## config.mk

```make
export PLATFORM = sky130hd
export DESIGN_NAME = trolley_travel
export DESIGN_NICKNAME = d
export VERILOG_FILES = /design/src/pkg/trolley_pkg.sv /design/src/hw/trolley_travel.sv
export SDC_FILE = /design/constraint.sdc
export NUM_CORES = 1
export LEC_CHECK = 0
export BUFFER_PORTS_ARGS = -buffer_cell sky130_fd_sc_hd__buf_2
export CORE_AREA = 2 2 133 161
export CTS_CLUSTER_DIAMETER = 120
export DETAILED_ROUTE_END_ITERATION = 6
export DIE_AREA = 0 0 135 163
export GPL_ROUTABILITY_DRIVEN = 1
export PLACE_DENSITY_LB_ADDON = 0.2
export SLEW_MARGIN = 20
export SYNTH_ARGS = -nofsm -noshare
export SYNTH_HDL_FRONTEND = slang
export SYNTH_SLANG_ARGS = --single-unit
```

## constraint.sdc

```tcl
create_clock -name i_mclk -period 24.6 [get_ports i_mclk]
set_input_delay 4.92 -clock i_mclk [delete_from_list [all_inputs] [get_ports i_mclk]]
set_output_delay 4.92 -clock i_mclk [all_outputs]
set_load 0.1 [all_outputs]
```

## src/pkg/trolley_pkg.sv

```systemverilog
// Purpose: Shared constants and types for the two-speed trolley travel control.
// Assumes: APB slave with 32-bit data, one 200 MHz clock.
// Notes: Offsets are byte addresses; every register takes one aligned word.
package trolley_pkg;
    // ********************************************
    // Register map
    // ********************************************
    localparam logic [7:0] ADDR_CONFIG = 8'h00;
    localparam logic [7:0] ADDR_HIGH_SPEED = 8'h04;
    localparam logic [7:0] ADDR_LOW_SPEED = 8'h08;
    localparam logic [7:0] ADDR_SUPPL = 8'h0C;
    localparam logic [7:0] ADDR_SCALE = 8'h10;
    localparam logic [7:0] ADDR_STATUS = 8'h14;
    // CONFIG fields
    localparam int CFG_APP_LSB = 0;
    localparam int CFG_SHUT_BIT = 8;
    localparam int CFG_STOP_LSB = 9;
    localparam int CFG_SLOW_LSB = 12;
    // ********************************************
    // Codes and reset values
    // ********************************************
    localparam logic [7:0] APP_TWO_SPEED = 8'h0C;
    localparam logic [2:0] EVAL_HIGH = 3'h1;
    localparam logic [2:0] EVAL_LOW = 3'h2;
    localparam logic [2:0] EVAL_RISE = 3'h3;
    localparam logic [2:0] EVAL_FALL = 3'h4;
    localparam logic [7:0] RST_APP = 8'h00;
    localparam logic RST_SHUT = 1'b1;
    localparam logic [2:0] RST_STOP_EVAL = EVAL_LOW;
    localparam logic [2:0] RST_SLOW_EVAL = EVAL_FALL;
    localparam logic [15:0] RST_SCALE = 16'h0001;
    localparam logic [15:0] RST_SETPOINT = 16'h0000;
    // Synchronised input vector positions
    localparam int IN_RUN = 0;
    localparam int IN_INV = 1;
    localparam int IN_BYP = 2;
    localparam int IN_STOP = 3;
    localparam int IN_SLOW = 6;
    localparam int IN_W = 9;

    typedef enum logic {MOT_IDLE, MOT_RUN} motion_type;

    typedef struct packed {
        logic [IN_W-1:0] s1;
        logic [IN_W-1:0] s2;
        logic [IN_W-1:0] prev;
        logic [7:0] app;
        logic shut_en;
        logic [2:0] stop_eval;
        logic [2:0] slow_eval;
        logic signed [15:0] high_sp;
        logic signed [15:0] low_sp;
        logic signed [15:0] suppl;
        logic signed [15:0] scale;
        motion_type mot;
        logic dir_neg;
        logic slow;
        logic blocked;
        logic blk_dir;
        logic moving;
        logic low_out;
        logic signed [15:0] speed;
    } state_type;
endpackage
```

## src/hw/trolley_travel.sv

```systemverilog
// Purpose: Two-speed travelling trolley control with APB configuration.
// Assumes: Sensor and command pins are asynchronous; APB is on i_mclk.
// Notes: Zero-wait APB slave; unmapped addresses answer with pslverr.
module trolley_travel
    import trolley_pkg::*;
(
    // Clock and reset
    input wire logic i_mclk,
    input wire logic i_rstn,
    // APB slave
    input wire logic i_psel,
    input wire logic i_penable,
    input wire logic i_pwrite,
    input wire logic [7:0] i_paddr,
    input wire logic [31:0] i_pwdata,
    output logic [31:0] o_prdata,
    output logic o_pready,
    output logic o_pslverr,
    // Controller pins
    input wire logic i_run,
    input wire logic i_setpoint_inversion_input,
    input wire logic i_sensor_bypass_input,
    // Sensor pins, index 0 positive, 1 negative, 2 centre
    input wire logic [2:0] i_stop_sensor,
    input wire logic [2:0] i_slow_sensor,
    // Motor command
    output logic o_motor_on,
    output logic o_dir_neg,
    output logic o_low_speed,
    output logic signed [15:0] o_speed_setpoint
);
    state_type r;
    state_type n;
    logic [2:0] stop_t;
    logic [2:0] slow_t;
    logic run_edge;
    logic app_ok;
    logic ctr_stop;
    logic ctr_slow;
    logic end_stop;
    logic end_slow;
    logic stop_lvl;
    logic slow_lvl;
    logic hold;
    logic slow_hold;
    logic acc;
    logic mapped;
    logic signed [15:0] base;
    logic signed [31:0] full;

    // ********************************************
    // Sensor evaluation
    // ********************************************
    function automatic logic trig(input logic [2:0] t, input logic cur, input logic old);
        case (t)
            EVAL_HIGH: trig = cur;
            EVAL_LOW: trig = ~cur;
            EVAL_RISE: trig = cur & ~old;
            EVAL_FALL: trig = ~cur & old;
            default: trig = 1'b0;
        endcase
    endfunction

    for (genvar g = 0; g < 3; g++)
    begin : g_sens
        assign stop_t[g] = trig(r.stop_eval, r.s2[IN_STOP+g], r.prev[IN_STOP+g]);
        assign slow_t[g] = trig(r.slow_eval, r.s2[IN_SLOW+g], r.prev[IN_SLOW+g]);
    end

    assign run_edge = r.s2[IN_RUN] & ~r.prev[IN_RUN];
    assign app_ok = (r.app == APP_TWO_SPEED);
    assign stop_lvl = (r.stop_eval == EVAL_HIGH) || (r.stop_eval == EVAL_LOW);
    assign slow_lvl = (r.slow_eval == EVAL_HIGH) || (r.slow_eval == EVAL_LOW);
    assign ctr_stop = stop_t[2] & ~r.s2[IN_BYP];
    assign ctr_slow = slow_t[2] & ~r.s2[IN_BYP];
    assign end_stop = r.dir_neg ? stop_t[1] : stop_t[0];
    assign end_slow = r.dir_neg ? slow_t[1] : slow_t[0];
    // Level-mode centre sensors act only while held: stop pauses the run, slow lowers the speed; both end when released
    assign hold = r.shut_en & ctr_stop & stop_lvl;
    assign slow_hold = r.shut_en & ctr_slow & slow_lvl;

    // ********************************************
    // APB access
    // ********************************************
    assign acc = i_psel & i_penable;
    assign mapped = (i_paddr[1:0] == 2'h0) && (i_paddr <= ADDR_STATUS);
    assign o_pready = 1'b1;
    assign o_pslverr = acc & ~mapped;

    always_comb
    begin
        o_prdata = 32'h0000_0000;
        if (i_psel && !i_pwrite)
        begin
            case (i_paddr)
                ADDR_CONFIG: o_prdata = {17'h0_0000, r.slow_eval, r.stop_eval, r.shut_en, r.app};
                ADDR_HIGH_SPEED: o_prdata = {16'h0000, r.high_sp};
                ADDR_LOW_SPEED: o_prdata = {16'h0000, r.low_sp};
                ADDR_SUPPL: o_prdata = {16'h0000, r.suppl};
                ADDR_SCALE: o_prdata = {16'h0000, r.scale};
                ADDR_STATUS: o_prdata = {26'h000_0000, r.blk_dir, r.blocked, r.low_out, r.dir_neg,
                    r.moving, r.mot == MOT_RUN};
                default: o_prdata = 32'h0000_0000;
            endcase
        end
    end

    // ********************************************
    // Next state
    // ********************************************
    always_comb
    begin
        n = r;
        n.s1 = {i_slow_sensor, i_stop_sensor, i_sensor_bypass_input, i_setpoint_inversion_input, i_run};
        n.s2 = r.s1;
        n.prev = r.s2;
        if (acc && i_pwrite && mapped)
        begin
            case (i_paddr)
                ADDR_CONFIG:
                begin
                    n.app = i_pwdata[CFG_APP_LSB+:8];
                    n.shut_en = i_pwdata[CFG_SHUT_BIT];
                    n.stop_eval = i_pwdata[CFG_STOP_LSB+:3];
                    n.slow_eval = i_pwdata[CFG_SLOW_LSB+:3];
                end
                ADDR_HIGH_SPEED: n.high_sp = i_pwdata[15:0];
                ADDR_LOW_SPEED: n.low_sp = i_pwdata[15:0];
                ADDR_SUPPL: n.suppl = i_pwdata[15:0];
                ADDR_SCALE: n.scale = i_pwdata[15:0];
                default: n.app = r.app;
            endcase
        end
        unique case (r.mot)
            MOT_IDLE:
            begin
                // Only a fresh rising run command restarts travel
                if (run_edge && app_ok)
                begin
                    if (!(r.shut_en && r.blocked && (r.s2[IN_INV] == r.blk_dir)))
                    begin
                        n.mot = MOT_RUN;
                        n.dir_neg = r.s2[IN_INV];
                        n.slow = 1'b0;
                        n.blocked = 1'b0;
                    end
                end
            end
            MOT_RUN:
            begin
                if (!app_ok || !r.s2[IN_RUN])
                begin
                    n.mot = MOT_IDLE;
                end
                else if (r.shut_en)
                begin
                    if (end_stop)
                    begin
                        n.mot = MOT_IDLE;
                        n.blocked = 1'b1;
                        n.blk_dir = r.dir_neg;
                    end
                    else if (ctr_stop && !stop_lvl)
                    begin
                        n.mot = MOT_IDLE;
                    end
                    // End slow-downs latch so a released level keeps low speed
                    if (end_slow || (ctr_slow && !slow_lvl))
                    begin
                        n.slow = 1'b1;
                    end
                end
            end
        endcase
        // Registered motor command, derived from the state just computed
        n.moving = (n.mot == MOT_RUN) && !hold;
        n.low_out = n.slow | slow_hold;
    end

    // Speed: main setpoint times scale, plus supplementary on both speeds
    always_comb
    begin
        base = n.low_out ? r.low_sp : r.high_sp;
        full = base * r.scale + 32'(r.suppl);
    end

    // ********************************************
    // State register
    // ********************************************
    always_ff @(posedge i_mclk or negedge i_rstn)
    begin
        if (!i_rstn)
        begin
            r <= '{s1: '0, s2: '0, prev: '0, app: RST_APP, shut_en: RST_SHUT, stop_eval: RST_STOP_EVAL,
                slow_eval: RST_SLOW_EVAL, high_sp: RST_SETPOINT, low_sp: RST_SETPOINT, suppl: RST_SETPOINT,
                scale: RST_SCALE, mot: MOT_IDLE, dir_neg: 1'b0, slow: 1'b0, blocked: 1'b0, blk_dir: 1'b0,
                moving: 1'b0, low_out: 1'b0, speed: RST_SETPOINT};
        end
        else
        begin
            r <= n;
            r.speed <= !n.moving ? 16'sh0000 : (n.dir_neg ? -full[15:0] : full[15:0]);
        end
    end

    assign o_motor_on = r.moving;
    assign o_dir_neg = r.dir_neg;
    assign o_low_speed = r.low_out;
    assign o_speed_setpoint = r.speed;
endmodule // trolley_travel

```

==> out/qor.csv <==
metric;value;unit
outcome;finished, final reports clean;
worstHoldPathCells;0;
numCtsBuffers;17;
htree_levels;4;
cts_max_path_buffers;2;
synth_top_area_share;27.7;%
tightestPinTransition;1.08;ns
port_buffers;73;
cp.required;19.68;ns
finalPower;0.492;mW
first_iter_violations;335;
p_seq_share;43.1;%
cts-root-buf;clkbuf_16;
p_sw_share;26.9;%
cts.clk_slew.worst_paths;0.06;ns
drv_slew;0;
ant_nets;0;
setup_viol;0;
syn_avg_cell_area;10.0;µm²
comb_power_share;5.4;%
pwr-share-clk;51.5;%
r2r_start;r[87];
grt_overflow;0;
track_usage;24.3;%
ys_top_cells_by_count;inv_1 (178), dfrtp_1 (123), fa_1 (93);
layout.nets;1370;
worst_skew_pair.late_latency;0.42;ns
min_from;n[111];
drv_cap;0;
die_h;163;µm
timing.final.crit_period;12.47;ns
finalClockSkew;0.0143;ns
hold_viol_final;0;
r2r_end;o_speed_setpoint[15];
synth_most_common_cell;inv_1;
syn_to_final_growth;9.22;%
finalWorstSetupSlack;12.13;ns
ff2ff_setup_slack;15.20;ns
power.net_switching;0.132;mW
start_kind;input pin;
vdd_ir_drop_max;0.0000487;V
synthArstFlopShare;100;%
ctsResizeCount;0;
synth_warnings;0;
dp_hpwl;19.1;mm
seqCellArea;3180;µm²
clock_sinks;127;
place.gp.congestion;0.872;
fin_cells;1439;
crit_start;i_paddr[2];
syn_inst;1112;
vias;7651;
place_ws;12.16;ns
ys_seq_area_share;28.6;%
min_to;n[102];
fill_cells;1827;
synthTopCellsByArea;dfrtp_1 (28%), fa_1 (17%), mux2_2 (8.4%);
antenna_found_initial;0;
ys.flop_type;dfrtp_1;
via_per_inst;5.32;
multi_input_area;6910;µm²
power_density;40.5;nW/µm²
cp-end-kind;primary output;
synth_largest_area_cell;dfrtp_1;
dr.pass1.iters;5;
period_share;50.7;%
syn_area;11100;µm²
rsz0062_at_grt;no;
hold_path_class;reg -> reg;
synth_cell_types;67;
grt_max_degree;77;
maxSlewHeadroom;27.7;%
drive_gt1_share;18.6;%
fmax;0.0802;GHz
critPathMaxFanout;21;
start_util;54.0;%
wl_per_cell;17.5;µm
slowest_stage;nor2b_1;
cts_tree;yes;
worst_r2r_path_depth;29;
internal-power;0.360;mW
ctsHoldBuffers;0;
slowest_delay;0.74;ns
path_cells;buf_2 > nor3b_1 > buf_4 > nor2b_1 > a221oi_1 > nor2_1 > buf_2;
crit_type;in -> out;
antenna_cells;0;
crit_path_frequent_cell;buf_2;
crit_arrival;7.55;ns
dieArea;22000;µm²
grt_pass1_wl;40.9;mm
drc;0;
die_w;135;µm
synth_seq_cells;127;
place_inst;1407;
cts_setup_buffers;0;
leakage;6.19;nW
crit_buf_inv;3;
num_io_pins;107;
grt_pass1_vias;7846;
synth-edff-count;0;
crit_family;buffers and inverters;
drt_wl_total;25.2;mm
whs;0.349;ns
tns;0;ns
num_rows;58;
coreArea;20600;µm²
## placed cells by master (no fill, tap or decap), types with 4 or more instances in the layout
cell,instances
nand3_1,5
nand3b_1,5
mux2i_1,41
ha_1,67
nand2b_1,22
o22ai_1,9
a31oi_1,10
a21o_1,4
and2b_1,10
dfrtp_1,123
a22oi_1,6
nor2_1,60
inv_8,4
xnor2_1,31
nand2_1,60
buf_2,72
clkbuf_16,17
conb_1,17
inv_1,178
or3_1,5
nor3_1,7
dfstp_2,4
inv_6,4
nor2b_1,68
and2_1,24
fa_1,93
o21ai_0,13
buf_4,10
xor2_1,16
mux2_2,83
nor3b_1,5
a21oi_1,39
## worst max-delay path by stage
stage / slack [ns] / end / cells past startpoint
2_1_floorplan: 12.01 / o_prdata[5] / 7
3_3_place_gp: 12.18 / o_prdata[5] / 8
3_5_place_dp: 12.16 / o_prdata[5] / 8
4_1_cts: 12.19 / o_prdata[15] / 7
5_1_grt: 12.00 / o_prdata[8] / 7
6_report: 12.13 / o_prdata[15] / 7
## power by group through the flow
stage | Clock [mW] | Combinational, mW | Sequential (mW)
after floorplan | 0 | 0.0184 | 0.216
after global placement | 0 | 0.0264 | 0.216
after detailed placement | 0 | 0.0266 | 0.216
after CTS | 0.258 | 0.0266 | 0.212
after global routing | 0.267 | 0.0283 | 0.212
final | 0.254 | 0.0264 | 0.212
## layer usage
metal	up-vias	share of wire (%)	global-route usage (%)
li1	3600	-	-
met1	3846	42	30.6
met2	170	52	44.0
met3	35	3.3	2.93
met4	0	2.0	7.15
met5	-	0	0
## state kept, by name, summed over array words and instances, names as in the netlist
signal,count
r,90
o_speed_setpoint,16
o_dir_neg,1
n,18
o_motor_on,1
o_low_speed,1
## through the flow
stage	utilization (%)	area, µm²
5_1_grt	58.9	12100
3_3_place_gp	56.0	11500
4_1_cts	58.9	12100
6_report	58.9	12100
2_1_floorplan	-	11200
3_5_place_dp	56.0	11500
## final cells by class
cell class                      instances  share of cell area [%]
Clock buffer                           17                    3.50
Clock inverter                         15                    1.43
Inverter                              178                    5.50
Multi-Input combinational cell        749                    56.9
Sequential cell                       127                    26.2
Tap cell                              270                    2.78
Timing Repair Buffer                   83                    3.68
## kinds of logic (layout without fill, tap and decap cells)
| group | count (synthesis) | in the layout | synth area share, % |
|---|---|---|---|
| AO/OA/AOI/OAI | 102 | 102 | 5.82 |
| XOR/XNOR | 53 | 53 | 4.88 |
| adder cells (fa/ha/maj) | 160 | 160 | 24.3 |
| buffers and inverters | 251 | 293 | 9.88 |
| flip-flops | 127 | 127 | 28.6 |
| multiplexers | 125 | 125 | 12.2 |
| other | 2 | 17 | 0.0675 |
| AND/OR/NAND/NOR | 292 | 292 | 14.3 |
Note: power is estimated with default switching activity, not from simulation.
